$ cat src/rbl_pkg.sv
// package of constants for the relay bank and status lamp block
package rbl_pkg;
    localparam int          RELAYS        = 8;
    localparam int          CHANNELS      = 8;
    localparam int          CLK_HZ        = 200_000_000;
    // lamp stretch time in microseconds
    localparam int          STRETCH_US    = 50_000;
    localparam int          STRETCH_CYC   = (CLK_HZ / 1_000_000) * STRETCH_US;
    localparam int          STRETCH_W     = $clog2(STRETCH_CYC + 1);
    // axi register map
    localparam logic [7:0]  ADDR_CMD      = 8'h00;
    localparam logic [7:0]  ADDR_STATE    = 8'h04;
    localparam logic [7:0]  ADDR_LAMPS    = 8'h08;
    localparam logic [7:0]  ADDR_IRQ_STAT = 8'h0C;
    localparam logic [7:0]  ADDR_IRQ_MASK = 8'h10;
    localparam logic [31:0] RESET_CMD     = 32'h0000_0000;
    localparam logic [31:0] RESET_MASK    = 32'h0000_0000;
    // irq status layout
    localparam int          IRQ_CHG_LSB   = 0;
    localparam int          IRQ_ERR_BIT   = 8;
    localparam int          IRQ_LINK_BIT  = 9;
    localparam int          IRQ_W         = 10;
    localparam logic [1:0]  RESP_OKAY     = 2'h0;
    localparam logic [1:0]  RESP_SLVERR   = 2'h2;
endpackage

$ cat src/rbl_top.sv
// relay bank with state feedback, status lamps and axi4-lite registers
`timescale 1ns/1ps
module rbl_top #(
    parameter int RELAYS      = rbl_pkg::RELAYS,
    parameter int CHANNELS    = rbl_pkg::CHANNELS,
    parameter int STRETCH_CYC = rbl_pkg::STRETCH_CYC
) (
    // clock and reset
    input  wire logic                clk_in,
    input  wire logic                rstn_in,
    // axi4-lite write address
    input  wire logic                s_axi_awvalid,
    output logic                     s_axi_awready,
    input  wire logic [7:0]          s_axi_awaddr,
    // axi4-lite write data
    input  wire logic                s_axi_wvalid,
    output logic                     s_axi_wready,
    input  wire logic [31:0]         s_axi_wdata,
    input  wire logic [3:0]          s_axi_wstrb,
    // axi4-lite write response
    output logic                     s_axi_bvalid,
    input  wire logic                s_axi_bready,
    output logic [1:0]               s_axi_bresp,
    // axi4-lite read address
    input  wire logic                s_axi_arvalid,
    output logic                     s_axi_arready,
    input  wire logic [7:0]          s_axi_araddr,
    // axi4-lite read data
    output logic                     s_axi_rvalid,
    input  wire logic                s_axi_rready,
    output logic [31:0]              s_axi_rdata,
    output logic [1:0]               s_axi_rresp,
    // other network party relay writes
    input  wire logic                ext_wr_in,
    input  wire logic [RELAYS-1:0]   ext_mask_in,
    input  wire logic [RELAYS-1:0]   ext_val_in,
    // relay drive and feedback
    output logic [RELAYS-1:0]        switch_cmd_n_out,
    output logic [RELAYS-1:0]        switch_state_fb_n_out,
    // sensing and network status
    input  wire logic [CHANNELS-1:0] chan_above_in,
    input  wire logic                net_rx_active_in,
    input  wire logic                net_tx_active_in,
    input  wire logic                net_link_in,
    input  wire logic                net_err_in,
    // lamps
    output logic [RELAYS-1:0]        relay_lamp_out,
    output logic [CHANNELS-1:0]      chan_lamp_out,
    output logic                     rx_lamp_out,
    output logic                     tx_lamp_out,
    output logic                     link_lamp_out,
    output logic                     err_lamp_out,
    // interrupt
    output logic                     irq_out
);
    localparam int IW = rbl_pkg::IRQ_W;

    logic [RELAYS-1:0] relay_q;
    logic [IW-1:0]     irq_stat_q;
    logic [IW-1:0]     irq_mask_q;
    logic              aw_held_q;
    logic [7:0]        aw_addr_q;
    logic              w_held_q;
    logic [31:0]       w_data_q;
    logic [3:0]        w_strb_q;
    logic              link_q;
    logic              err_q;
    logic              do_write;
    logic [31:0]       wmerge;
    logic [IW-1:0]     irq_clr;
    logic [IW-1:0]     irq_set;
    logic [RELAYS-1:0] relay_prev_q;
    logic              wr_cmd;
    logic              wr_stat;
    logic              wr_mask;
    logic [RELAYS-1:0] ext_hit;
    logic [RELAYS-1:0] bus_hit;
    logic [31:0]       wclr;
    logic [31:0]       mask_merge;
    logic [31:0]       lamp_word;
    logic [31:0]       rd_word;
    logic              rd_hit;

    // byte-lane merge of write data over an old word
    function automatic logic [31:0] merge_bytes(input logic [31:0] old,
                                                input logic [31:0] data,
                                                input logic [3:0]  strb);
        logic [31:0] r;
        r = old;
        for (int i = 0; i < 4; i++)
        begin
            if (strb[i])
                r[8*i +: 8] = data[8*i +: 8];
        end
        return r;
    endfunction

    function automatic logic addr_known(input logic [7:0] a);
        return a == rbl_pkg::ADDR_CMD || a == rbl_pkg::ADDR_STATE ||
               a == rbl_pkg::ADDR_LAMPS || a == rbl_pkg::ADDR_IRQ_STAT ||
               a == rbl_pkg::ADDR_IRQ_MASK;
    endfunction

    // write channels: address and data taken independently, then joined
    assign s_axi_awready = !aw_held_q && !s_axi_bvalid;
    assign s_axi_wready  = !w_held_q && !s_axi_bvalid;
    assign do_write      = aw_held_q && w_held_q && !s_axi_bvalid;

    always_ff @(posedge clk_in or negedge rstn_in)
    begin
        if (!rstn_in)
            aw_held_q <= 1'b0;
        else if (s_axi_awvalid && s_axi_awready)
            aw_held_q <= 1'b1;
        else if (do_write)
            aw_held_q <= 1'b0;
    end

    // address kept until the joined write uses it
    always_ff @(posedge clk_in or negedge rstn_in)
    begin
        if (!rstn_in)
            aw_addr_q <= 8'h00;
        else if (s_axi_awvalid && s_axi_awready)
            aw_addr_q <= s_axi_awaddr;
    end

    always_ff @(posedge clk_in or negedge rstn_in)
    begin
        if (!rstn_in)
            w_held_q <= 1'b0;
        else if (s_axi_wvalid && s_axi_wready)
            w_held_q <= 1'b1;
        else if (do_write)
            w_held_q <= 1'b0;
    end

    // data and strobes kept until the joined write uses them
    always_ff @(posedge clk_in or negedge rstn_in)
    begin
        if (!rstn_in)
        begin
            w_data_q <= 32'h0000_0000;
            w_strb_q <= 4'h0;
        end
        else if (s_axi_wvalid && s_axi_wready)
        begin
            w_data_q <= s_axi_wdata;
            w_strb_q <= s_axi_wstrb;
        end
    end

    always_ff @(posedge clk_in or negedge rstn_in)
    begin
        if (!rstn_in)
            s_axi_bvalid <= 1'b0;
        else if (do_write)
            s_axi_bvalid <= 1'b1;
        else if (s_axi_bready)
            s_axi_bvalid <= 1'b0;
    end

    // response code decided when the joined write is applied
    always_ff @(posedge clk_in or negedge rstn_in)
    begin
        if (!rstn_in)
            s_axi_bresp <= rbl_pkg::RESP_OKAY;
        else if (do_write)
            s_axi_bresp <= addr_known(aw_addr_q) ? rbl_pkg::RESP_OKAY
                                                 : rbl_pkg::RESP_SLVERR;
    end

    assign wmerge = merge_bytes({{(32-RELAYS){1'b0}}, relay_q}, w_data_q, w_strb_q);

    // one address decode per writable register (command, irq status, irq mask), each driving its own write target
    assign wr_cmd  = do_write && (aw_addr_q == rbl_pkg::ADDR_CMD);
    assign wr_stat = do_write && (aw_addr_q == rbl_pkg::ADDR_IRQ_STAT);
    assign wr_mask = do_write && (aw_addr_q == rbl_pkg::ADDR_IRQ_MASK);

    // clash with a bus command: relays the other party names follow it,
    // the bus keeps every other relay
    assign ext_hit = ext_wr_in ? ext_mask_in : '0;
    assign bus_hit = wr_cmd ? ~ext_hit : '0;

    // one state register per relay, last writer wins
    always_ff @(posedge clk_in or negedge rstn_in)
    begin
        if (!rstn_in)
            relay_q <= rbl_pkg::RESET_CMD[RELAYS-1:0];
        else
        begin
            for (int i = 0; i < RELAYS; i++)
            begin
                if (ext_hit[i])
                    relay_q[i] <= ext_val_in[i];
                else if (bus_hit[i])
                    relay_q[i] <= wmerge[i];
            end
        end
    end

    // relay, feedback and lamp all come from the same register
    assign switch_cmd_n_out      = relay_q;
    assign switch_state_fb_n_out = relay_q;
    assign relay_lamp_out        = relay_q;

    always_ff @(posedge clk_in or negedge rstn_in)
    begin
        if (!rstn_in)
            chan_lamp_out <= '0;
        else
            chan_lamp_out <= chan_above_in;
    end

    // link lamp not stretched: link state is long-lived,
    // a short glitch on it is not worth showing
    always_ff @(posedge clk_in or negedge rstn_in)
    begin
        if (!rstn_in)
            link_q <= 1'b0;
        else
            link_q <= net_link_in;
    end
    assign link_lamp_out = link_q;

    // delayed copies for event edge detection; reset to idle pin
    // levels so no false event follows reset
    always_ff @(posedge clk_in or negedge rstn_in)
    begin
        if (!rstn_in)
            err_q <= 1'b0;
        else
            err_q <= net_err_in;
    end

    always_ff @(posedge clk_in or negedge rstn_in)
    begin
        if (!rstn_in)
            relay_prev_q <= '0;
        else
            relay_prev_q <= relay_q;
    end

    // short network events would be invisible without stretching
    rbl_stretch #(.CYCLES(STRETCH_CYC)) u_rx (
        .clk_in   (clk_in),
        .rstn_in  (rstn_in),
        .event_in (net_rx_active_in),
        .lamp_out (rx_lamp_out)
    );
    rbl_stretch #(.CYCLES(STRETCH_CYC)) u_tx (
        .clk_in   (clk_in),
        .rstn_in  (rstn_in),
        .event_in (net_tx_active_in),
        .lamp_out (tx_lamp_out)
    );
    rbl_stretch #(.CYCLES(STRETCH_CYC)) u_err (
        .clk_in   (clk_in),
        .rstn_in  (rstn_in),
        .event_in (net_err_in),
        .lamp_out (err_lamp_out)
    );

    // sticky events: relay change, error rise, link change
    always_comb
    begin
        irq_set = '0;
        irq_set[rbl_pkg::IRQ_CHG_LSB +: RELAYS] = relay_q ^ relay_prev_q;
        irq_set[rbl_pkg::IRQ_ERR_BIT]  = net_err_in && !err_q;
        irq_set[rbl_pkg::IRQ_LINK_BIT] = net_link_in ^ link_q;
    end

    // write one to clear, only in enabled byte lanes
    assign wclr       = merge_bytes(32'h0000_0000, w_data_q, w_strb_q);
    assign irq_clr    = wr_stat ? wclr[IW-1:0] : '0;
    assign mask_merge = merge_bytes({{(32-IW){1'b0}}, irq_mask_q}, w_data_q, w_strb_q);

    // set wins over clear in the same cycle
    always_ff @(posedge clk_in or negedge rstn_in)
    begin
        if (!rstn_in)
            irq_stat_q <= '0;
        else
            irq_stat_q <= (irq_stat_q & ~irq_clr) | irq_set;
    end

    always_ff @(posedge clk_in or negedge rstn_in)
    begin
        if (!rstn_in)
            irq_mask_q <= rbl_pkg::RESET_MASK[IW-1:0];
        else if (wr_mask)
            irq_mask_q <= mask_merge[IW-1:0];
    end

    assign irq_out = |(irq_stat_q & irq_mask_q);

    // lamp snapshot: channels in byte one, network lamps in the low nibble
    always_comb
    begin
        lamp_word                = 32'h0000_0000;
        lamp_word[8 +: CHANNELS] = chan_lamp_out;
        lamp_word[3:0]           = {err_lamp_out, link_lamp_out, tx_lamp_out, rx_lamp_out};
    end

    // unmapped addresses read zero with an error response
    assign rd_hit = addr_known(s_axi_araddr);

    always_comb
    begin
        rd_word = 32'h0000_0000;
        unique case (s_axi_araddr)
            rbl_pkg::ADDR_CMD,
            rbl_pkg::ADDR_STATE:    rd_word = {{(32-RELAYS){1'b0}}, relay_q};
            rbl_pkg::ADDR_LAMPS:    rd_word = lamp_word;
            rbl_pkg::ADDR_IRQ_STAT: rd_word = {{(32-IW){1'b0}}, irq_stat_q};
            rbl_pkg::ADDR_IRQ_MASK: rd_word = {{(32-IW){1'b0}}, irq_mask_q};
            default:                rd_word = 32'h0000_0000;
        endcase
    end

    // read channel: one read at a time, answer one cycle after address
    assign s_axi_arready = !s_axi_rvalid;

    always_ff @(posedge clk_in or negedge rstn_in)
    begin
        if (!rstn_in)
            s_axi_rvalid <= 1'b0;
        else if (s_axi_arvalid && s_axi_arready)
            s_axi_rvalid <= 1'b1;
        else if (s_axi_rready)
            s_axi_rvalid <= 1'b0;
    end

    // data captured with the address, held while rvalid stands
    always_ff @(posedge clk_in or negedge rstn_in)
    begin
        if (!rstn_in)
        begin
            s_axi_rdata <= 32'h0000_0000;
            s_axi_rresp <= rbl_pkg::RESP_OKAY;
        end
        else if (s_axi_arvalid && s_axi_arready)
        begin
            s_axi_rdata <= rd_word;
            s_axi_rresp <= rd_hit ? rbl_pkg::RESP_OKAY : rbl_pkg::RESP_SLVERR;
        end
    end
endmodule

$ cat src/rbl_stretch.sv
// pulse stretcher for one activity lamp
`timescale 1ns/1ps
module rbl_stretch #(
    parameter int CYCLES = rbl_pkg::STRETCH_CYC
) (
    // clock and reset
    input  wire logic clk_in,
    input  wire logic rstn_in,
    // event and lamp
    input  wire logic event_in,
    output logic      lamp_out
);
    localparam int W = $clog2(CYCLES + 1);
    logic [W-1:0] cnt_q;

    // retrigger on every event so a burst keeps the lamp lit
    always_ff @(posedge clk_in or negedge rstn_in)
    begin
        if (!rstn_in)
            cnt_q <= '0;
        else if (event_in)
            cnt_q <= W'(CYCLES);
        else if (cnt_q != '0)
            cnt_q <= cnt_q - W'(1);
    end

    always_ff @(posedge clk_in or negedge rstn_in)
    begin
        if (!rstn_in)
            lamp_out <= 1'b0;
        else
            lamp_out <= event_in || (cnt_q > W'(1));
    end
endmodule

$ cat config.mk
export PLATFORM = sky130hd
export DESIGN_NAME = rbl_top
export DESIGN_NICKNAME = d
export VERILOG_FILES = /design/src/rbl_pkg.sv /design/src/rbl_top.sv /design/src/rbl_stretch.sv
export SDC_FILE = /design/constraint.sdc
export NUM_CORES = 1
export LEC_CHECK = 0
export ABC_AREA = 1
export BUFFER_PORTS_ARGS = -buffer_cell sky130_fd_sc_hd__buf_2
export CELL_PAD_IN_SITES_DETAIL_PLACEMENT = 0
export CELL_PAD_IN_SITES_GLOBAL_PLACEMENT = 2
export CORE_ASPECT_RATIO = 0.5
export CORE_UTILIZATION = 34
export CTS_BUF_LIST = sky130_fd_sc_hd__clkbuf_2
export CTS_CLUSTER_SIZE = 8
export DETAILED_ROUTE_END_ITERATION = 10
export PLACE_DENSITY = 0.94
export SYNTH_ARGS = -nofsm -noshare
export SYNTH_HDL_FRONTEND = slang
export SYNTH_HIERARCHICAL = 1
export SYNTH_SLANG_ARGS = --single-unit
$ cat constraint.sdc
create_clock -name clk_in -period 1.52 [get_ports clk_in]
set_input_delay 0.076 -clock clk_in [delete_from_list [all_inputs] [get_ports clk_in]]
set_output_delay 0.076 -clock clk_in [all_outputs]
set_load 0.03 [all_outputs]
# Word level (Yosys, flattened, before mapping)

Cells that the tools add are included.
Widths: inputs -> output; s select.

Flip-flop bits (word level): 181
Bits of input ports: 88
Output and inout bits: 78
Logic and storage cells: 157

Add/subtract/negate cells: 3
Order comparisons: 3
Equality and inequality tests: 8
Muxes and demuxes: 38
Bitwise logic cells: 7
Reductions and logical operators: 67

Operators with widths:

| kind                  | count |
|---|---|
| $mux 24               | 6 |
| $gt 24x1->1 const B   | 3 |
| $reduce_bool 24->1    | 3 |
| $sub 24x1->24 const B | 3 |
| $pmux 16 s4           | 1 |
| $reduce_bool 2->1     | 23 |
| $eq 8x4->1 const B    | 4 |
| $mux 8                | 4 |
| $mux 1                | 23 |
| $and 10x10->10        | 2 |
| $reduce_and 2->1      | 10 |
| $eq 8x3->1 const B    | 2 |
| $eq 8x5->1 const B    | 2 |
| $logic_not 8->1       | 2 |
| $logic_and 1x1->1     | 11 |
| $logic_or 1x1->1      | 11 |
| $mux 10               | 1 |
| $not 10->10           | 1 |
| $or 10x10->10         | 1 |
| $reduce_or 10->1      | 1 |
| $not 8->8             | 1 |
| $xor 8x8->8           | 1 |
| $mux 2                | 3 |
| $logic_not 1->1       | 5 |
| 2 further kinds       | 2 |

# Longest topological paths before layout

Gate-level depths: netlist (run 1).

Depth in word-level cells: 7
Depth in mapped cells: 9
Depth with buffers taken out: 9

# Modules after synthesis

Netlist (run 1), hierarchy kept.

Modules (own cells, without submodules):

| module      | instances | cells an instance | area each (um2) | sequential area each (um2) |
|---|---|---|---|---|
| rbl_stretch | 3         | 231               | 1741.7          | 625.6 |
| rbl_top     | 1         | 438               | 4145.2          | 2202.1 |

# Worst setup path after synthesis (run 1)

Ideal clock, no wire load.

Path type: register to register
Start point: reg s_axi_bvalid
End point: reg w_data_q[6]
Setup time: 125 ps
Arrival time: 1518 ps
Required time: 1395 ps
Slack: -123 ps
Stages on the path, launching flop included: 5
Buffers on the path: 1
Period minus slack after synthesis: 1643 ps
Cells stage by stage: dfrtp_1 > nor2_2 > nand2_2 > buf_6 > mux2_4

Cells in the longest elaborated chain, start to end: 3

Ends and longest elaborated chain:

| element                  | line           | text |
|---|---|---|
| start: declaration       | rbl_top.sv:21  | `output logic s_axi_bvalid,` |
| start signal: assignment | rbl_top.sv:156 | `s_axi_bvalid <= 1'b0;` |
| start signal: assignment | rbl_top.sv:158 | `s_axi_bvalid <= 1'b1;` |
| start signal: assignment | rbl_top.sv:160 | `s_axi_bvalid <= 1'b0;` |
| $logic_not 1->1          | rbl_top.sv:106 | `assign s_axi_wready = !w_held_q && !s_axi_bvalid;` |
| $logic_and 1x1->1        | rbl_top.sv:106 |  |
| named net s_axi_wready   | rbl_top.sv:17  | `output logic s_axi_wready,` |
| $logic_and 1x1->1        | rbl_top.sv:146 | `else if (s_axi_wvalid && s_axi_wready)` |
| end signal: assignment   | rbl_top.sv:148 | `w_data_q <= s_axi_wdata;` |
| end: declaration         | rbl_top.sv:64  | `logic [31:0] w_data_q;` |

The timed path passes the listed nets, and every way through them passes these cells.
A chain may end at the register's enable or synchronous reset.

# Final worst setup path (run 1)

Start point: reg irq_stat_q[9]
End point: out irq_out

Cells in the longest elaborated chain, start to end: 2

Ends and longest elaborated chain:

| element                  | line           | text |
|---|---|---|
| start: declaration       | rbl_top.sv:59  | `logic [IW-1:0] irq_stat_q;` |
| start signal: assignment | rbl_top.sv:284 | `irq_stat_q <= (irq_stat_q & ~irq_clr) \| irq_set;` |
| $and 10x10->10           | rbl_top.sv:295 | `assign irq_out = \|(irq_stat_q & irq_mask_q);` |
| $reduce_or 10->1         | rbl_top.sv:295 |  |
| end: declaration         | rbl_top.sv:54  | `output logic irq_out` |

Every way passes these cells.

==> results of run 1 <==
[critical path: cells and delay by family, from the launching register on]
| family | cells | cell delay, ps |
|---|---|---|
| flops | 1 | 470 |
| compound gates | 1 | 240 |
| simple gates | 1 | 220 |
| buf+inv | 1 | 180 |
[sequential cells by signal, summed over array words and instances (netlist names), 2 cells and up]
name / cells
relay_prev_q: 8
u_err/cnt_q: 24
w_strb_q: 2
aw_addr_q: 8
relay_lamp_out: 8
s_axi_rdata: 16
irq_stat_q: 10
w_data_q: 10
u_rx/cnt_q: 24
u_tx/cnt_q: 24
irq_mask_q: 10
chan_lamp_out: 8
[cells in the mapped netlist, types with 3 or more instances]
cell type    n
o21bai_2     6
ha_1         9
a21o_1       6
inv_1      100
clkbuf_1     7
inv_2       10
nor2_1      86
nand3_1    153
nor2_2      73
mux2_4       4
nor3_1       6
buf_6        3
dfrtp_1    163
nand2_1    233
buf_2        6
nor2_4      15
or2_2        9
o21ai_1     24
nor2_8       7
xnor2_1      9
buf_4       36
o21ai_0     21
clkinv_4     3
o21bai_1     4
o21ai_2      3
mux2_2       9
nand4_4      3
nand4_1     44
nand2_4      4
or2_1        9
a21oi_1     16
nand2_2     20
nand3b_1    10
nand3_2      8
[area by class of cell]
class	count	area (sq um)
Tap cell	352	440
Sequential cell	163	4110
Timing Repair Buffer	352	3110
Multi-Input combinational cell	820	4900
Timing Repair inverter	3	21.3
Fill cell	2444	13500
Clock buffer	17	85.1
Antenna cell	3	7.51
Clock inverter	15	159
Inverter	113	453
[cell families after synthesis]
family	synth area share, %
other cells	0.0400
xor+xnor	0.841
flops	43.5
compound gates	5.45
simple gates	38.5
fa+ha+maj	1.20
buf+inv	8.59
mux	1.84
[layout by cell type, fill, tap and decap left out, types with 11 or more instances in the layout]
cell type	netlist	layout
o21ai_1	24	20
nand2_2	20	18
o21ai_2	3	17
conb_1	1	18
inv_1	100	95
a21oi_1	16	16
dlygate4sd3_1	0	110
nor2_1	86	74
buf_4	36	105
nor2_2	73	64
nand3_1	153	152
nor2_4	15	36
buf_6	3	67
nand2_1	233	228
inv_2	10	13
dfrtp_1	163	140
dfrtp_2	0	23
o21ai_0	21	11
buf_2	6	62
clkbuf_2	1	17
nand4_1	44	44
[per-stage QoR]
step                      power (mW)  cell area [sq um]  hold WS, ps
after floorplan                 7.59               9450         -220
after global placement          8.42              10500         20.0
after detailed placement        8.49              10500         29.7
after CTS                       11.8              12600         3.43
after global routing            12.9              13300         7.68
final                           12.2              13300         51.6
[power by group through the flow]
stage / registers (mW) / clock network (mW) / logic, mW
floorplan: 5.43 / 0 / 2.16
global route: 5.45 / 2.75 / 4.65
global placement: 5.41 / 0 / 3.01
finish: 5.39 / 2.48 / 4.35
CTS: 5.34 / 2.55 / 3.86
detailed placement: 5.43 / 0 / 3.06
[repair_timing]
action | CTS | global route
gates cloned | 3 | 1
buffers inserted | 41 | 40
setup endpoints to repair | 96 | 166
pin swaps | 8 | 41
hold buffers | 109 | 3
hold endpoints to repair | 288 | 7
resized for setup | 154 | 90
[path summary, 6_finish.rpt]
kind	end	slack [ps]	cells past startpoint
worst max-delay path	irq_out	-460	3
worst min-delay path	w_strb_q[1]$_DFFE_PN0P_	50	4
worst max register to register	relay_lamp_out[6]$_DFFE_PN0P_	-210	9
worst min register to register	irq_stat_q[3]$_DFF_PN0_	530	2
max in group asynchronous	u_err/cnt_q[9]$_DFFE_PN0P_	890	4
min in group asynchronous	s_axi_rdata[9]$_DFFE_PN0P_	380	4
[per-layer routing]
| metal | track usage (%) | up-vias | wire length, um |
|---|---|---|---|
| li1 | - | 4342 | - |
| met1 | 25.2 | 4336 | 12500 |
| met2 | 34.4 | 228 | 14200 |
| met3 | 3.82 | 62 | 1060 |
| met4 | 6.94 | 0 | 816 |
| met5 | 0 | - | 0 |
==> results.yml, run 1 <==
run_status:
  status: "finished, violations left"
  violations: "setup timing"
clock_network:
  numCtsBuffers: 17
  cts.clk_slew.worst_paths_ps: 290
  cts_tree: "yes"
  cts.sinks: 163
  cts_max_level: 4
  root_buffer: "clkbuf_2"
  clock_latency_ps: 820
  clock_path_buffers: 2
yosys:
  synth.area.top_cells: "dfrtp_1, nand2_1, nand3_1, nor2_2, inv_1"
  synth_edf_count: 0
  ys_ff_latch: 163
  synth.top_cell.area_share_pct: 43.5
  ys_warn_count: 6
  yosysTopAreaCell: "dfrtp_1"
  syn_avg_cell_area_sq_um: 8.28
  ys_async_sr_fraction_pct: 100
  synthCells: 1131
  netlist-cell-type-count: 44
  yosys_most_used_dff: "dfrtp_1"
  syn-cell-area_sq_um: 9370
  ys_seq_area_share_pct: 43.5
setup_path:
  end_kind: "output pin"
  path_class: "reg2out"
  critPathLaunchType: "register"
  r2r-start: "s_axi_bvalid$_DFFE_PN0P_"
  startpoint: "irq_stat_q[9]$_DFF_PN0_"
  critPathArrivalTime_ps: 1900
  cp_cell_sequence: "a22o_1 -> nand3b_1 -> buf_6"
  required_ps: 1440
  max_stage_delay_ps: 470
  cp_max_fo: 3
  crit_slowest_cell: "dfrtp_1"
power:
  p_switching_mw: 4.88
  p_clk_share_pct: 20.3
  p_per_area_nw_per_um2: 920
  peakVddDrop_mv: 0.502
  swShare_pct: 40.0
  cell_internal_pwr_mw: 7.34
  combPwrFrac_pct: 35.6
  seqPwrFrac_pct: 44.1
  leakagePower_nw: 6.42
global_routing:
  gr-total-overflow: 0
  grt_usage_pct: 20.0
  grt_pass1_vias: 8940
  grt_max_degree: 42
  antenna_found_initial: 3
  grt_pass1_wl_um: 45100
sta:
  grt_setup_unrepaired: "true"
  finalSetupViolCount: 66
  finalHoldViolations: 0
  fin_crit_sh_pct: 130
  slew_viol_final: 0
  slew_headroom_pct: 66.5
  worst_slew_pin_slew_ps: 503
  period_minus_slack_ps: 1980
  fin_skew_ps: 51.9
  worst_slack_ps: -456
  max_freq_mhz: 506
  fin_setup_tns_ps: -5920
floorplan:
  ios: 166
  row_count: 42
  initial_core_util_pct: 35.0
  die_w_um: 237
  coreArea_sq_um: 26700
  die-area_sq_um: 28300
  die_h_um: 119
route:
  wl_per_cell_um: 15.6
  drt_iter0_markers: 509
  drt-total-wl_um: 28600
  drc_errors: 0
  via_per_inst: 4.88
  ant_nets: 0
  drt-pass1-iter-count: 5
  vias: 8968
worst_hold_path:
  min_path_type: "in2reg"
  min_from: "s_axi_wstrb[1]"
layout:
  stdcell_count: 1838
  finalNetCount: 1567
  syn2layout_area_growth_pct: 41.8
  drive_above_1_share_pct: 35.3
  utilization_pct: 49.7
job:
  max_cap_viol_count: 0
placement:
  gp_congestion: 0.891
  place_ws_ps: -14.0
  dp_cells: 1608
  dp.final_hpwl_um: 18300
  io_buffers: 123
Power figures use the tool's default switching activity.
==> run 2, diff against run 1 <==
--- a/config.mk
+++ b/config.mk
@@ -15,6 +15,7 @@
 export CTS_CLUSTER_SIZE = 8
 export DETAILED_ROUTE_END_ITERATION = 10
 export PLACE_DENSITY = 0.94
+export RECOVER_POWER = 25
 export SYNTH_ARGS = -nofsm -noshare
 export SYNTH_HDL_FRONTEND = slang
 export SYNTH_HIERARCHICAL = 1
==> results.yml, run 2 (same netlist as run 1, synthesis figures left out) <==
route:
  ant_nets: 0
  drt-total-wl_um: 28600
  drt-pass1-iter-count: 5
  drt_iter0_markers: 465
  drc_errors: 0
  wl_per_cell_um: 15.6
  via_per_inst: 4.86
  vias: 8936
sta:
  max_freq_mhz: 509
  period_minus_slack_ps: 1970
  slew_viol_final: 0
  fin_crit_sh_pct: 129
  finalHoldViolations: 0
  worst_slew_pin_slew_ps: 960
  fin_skew_ps: 52.1
  grt_setup_unrepaired: "true"
  worst_slack_ps: -445
  fin_setup_tns_ps: -8970
  slew_headroom_pct: 36.0
  finalSetupViolCount: 101
global_routing:
  grt_usage_pct: 20.0
  gr-total-overflow: 0
  grt_pass1_vias: 8940
  antenna_found_initial: 3
  grt_use_met2_pct: 34.4
  grt_max_degree: 42
  grt_use_met1_pct: 25.2
  grtUsageMet3_pct: 3.82
  gr-max-usage-layer: "met2"
  grt_pass1_wl_um: 45100
floorplan:
  coreArea_sq_um: 26700
  die_w_um: 237
  die-area_sq_um: 28300
  die_h_um: 119
  ios: 166
  row_count: 42
  initial_core_util_pct: 35.0
power:
  combPwrFrac_pct: 35.4
  p_clk_share_pct: 20.4
  p_switching_mw: 4.88
  peakVddDrop_mv: 0.503
  leakagePower_nw: 6.40
  p_per_area_nw_per_um2: 922
  seqPwrFrac_pct: 44.2
  cell_internal_pwr_mw: 7.32
  power_mw: 12.2
  swShare_pct: 40.0
layout:
  top_regs: "u_err/cnt_q: 24 flops, u_rx/cnt_q: 24 flops, u_tx/cnt_q: 24 flops"
  num-fill-cells: 2452
  drive_above_1_share_pct: 35.2
  utilization_pct: 49.5
  syn2layout_area_growth_pct: 41.3
  finalNetCount: 1567
  multi_input_area_sq_um: 4900
  register_area_sq_um: 4110
  final_common_cell: "nand2_1"
  final_cell_mix: "nand2_1, nand3_1, dfrtp_1"
setup_path:
  r2r-start: "s_axi_bvalid$_DFFE_PN0P_"
  cp_max_fo: 2
  path_class: "reg2out"
  rr_worst_depth: 9
  r2r_slack_ps: -200
  critPathArrivalTime_ps: 1890
  end_kind: "output pin"
  rr_endpoint: "relay_lamp_out[6]$_DFFE_PN0P_"
  required_ps: 1440
  critPathLaunchType: "register"
placement:
  io_buffers: 123
  dp.final_hpwl_um: 18300
  gp_congestion: 0.891
job:
  max_cap_viol_count: 0
clock_network:
  cts_max_level: 4
  cts.sinks: 163
  root_buffer: "clkbuf_2"
  clock_path_buffers: 2
  cts_tree: "yes"
  numCtsBuffers: 17
  cts.clk_slew.worst_paths_ps: 290
  clock_latency_ps: 820
worst_hold_path:
  min_path_type: "in2reg"
  hold_path_end: "w_strb_q[1]$_DFFE_PN0P_"
  whs_path_depth: 4
  min_from: "s_axi_wstrb[1]"
run_status:
  violations: "setup timing"
  status: "finished, violations left"
run 2: layout make-up:
cell class	instances	area share, %
well taps	352	3.33
diodes	3	0.0567
multi-input cells	820	37.0
flip-flops and latches	163	31.0
clock inverters	15	1.20
clock buffers	17	0.643
repair buffers	352	23.1
repair inverters	3	0.161
inverters	113	3.42
run 2: timing repair:
action                     CTS  global route
pin swaps                    8            41
hold buffers               109             3
setup endpoints to repair   96           166
setup buffers               41            40
hold endpoints to repair   288             7
gates resized for setup    154            90
gates cloned                 3             1
run 2: critical path: stages, from the launching register on:
cell and delay (ps):
dfrtp_1 470, nand2_1 70, nand2_1 60, a221oi_2 170, nand3b_1 160, buf_6 170
run 2: worst max-delay path by stage:
stage                     cells past startpoint                        to  slack (ps)                       from
final                                         5                   irq_out        -450    irq_stat_q[5]$_DFF_PN0_
after global routing                          5                   irq_out        -620  irq_mask_q[0]$_DFFE_PN0P_
after CTS                                     5                   irq_out        -510  irq_mask_q[0]$_DFFE_PN0P_
after detailed placement                      6   irq_stat_q[8]$_DFF_PN0_         -10   s_axi_bvalid$_DFFE_PN0P_
after global placement                        6   irq_stat_q[0]$_DFF_PN0_          60   s_axi_bvalid$_DFFE_PN0P_
after floorplan                               4  aw_addr_q[7]$_DFFE_PN0P_          60   s_axi_bvalid$_DFFE_PN0P_
run 2: metal layers:
layer,up-vias,part of all wire (%)
li1,4336,-
met5,-,0
met4,0,2.8
met2,193,50
met1,4346,44
met3,61,3.5
run 2: through the flow:
stage | std cells | instance area [sq um] | setup WS [ps] | hold WS [ps]
6_report | 1838 | 13200 | -445 | 53.8
5_1_grt | 1838 | 13200 | -616 | 7.68
4_1_cts | 1793 | 12600 | -508 | 3.43
3_5_place_dp | 1608 | 10500 | -14.0 | 29.7
3_3_place_gp | 1608 | 10500 | 55.2 | 20.0
2_1_floorplan | 1148 | 9450 | 59.0 | -220
run 2: power groups by stage:
stage	Sequential [mW]	Clock [mW]	Combinational, mW
floorplan	5.43	0	2.16
global placement	5.41	0	3.01
detailed placement	5.43	0	3.06
CTS	5.34	2.55	3.86
global route	5.45	2.75	4.64
finish	5.39	2.49	4.33
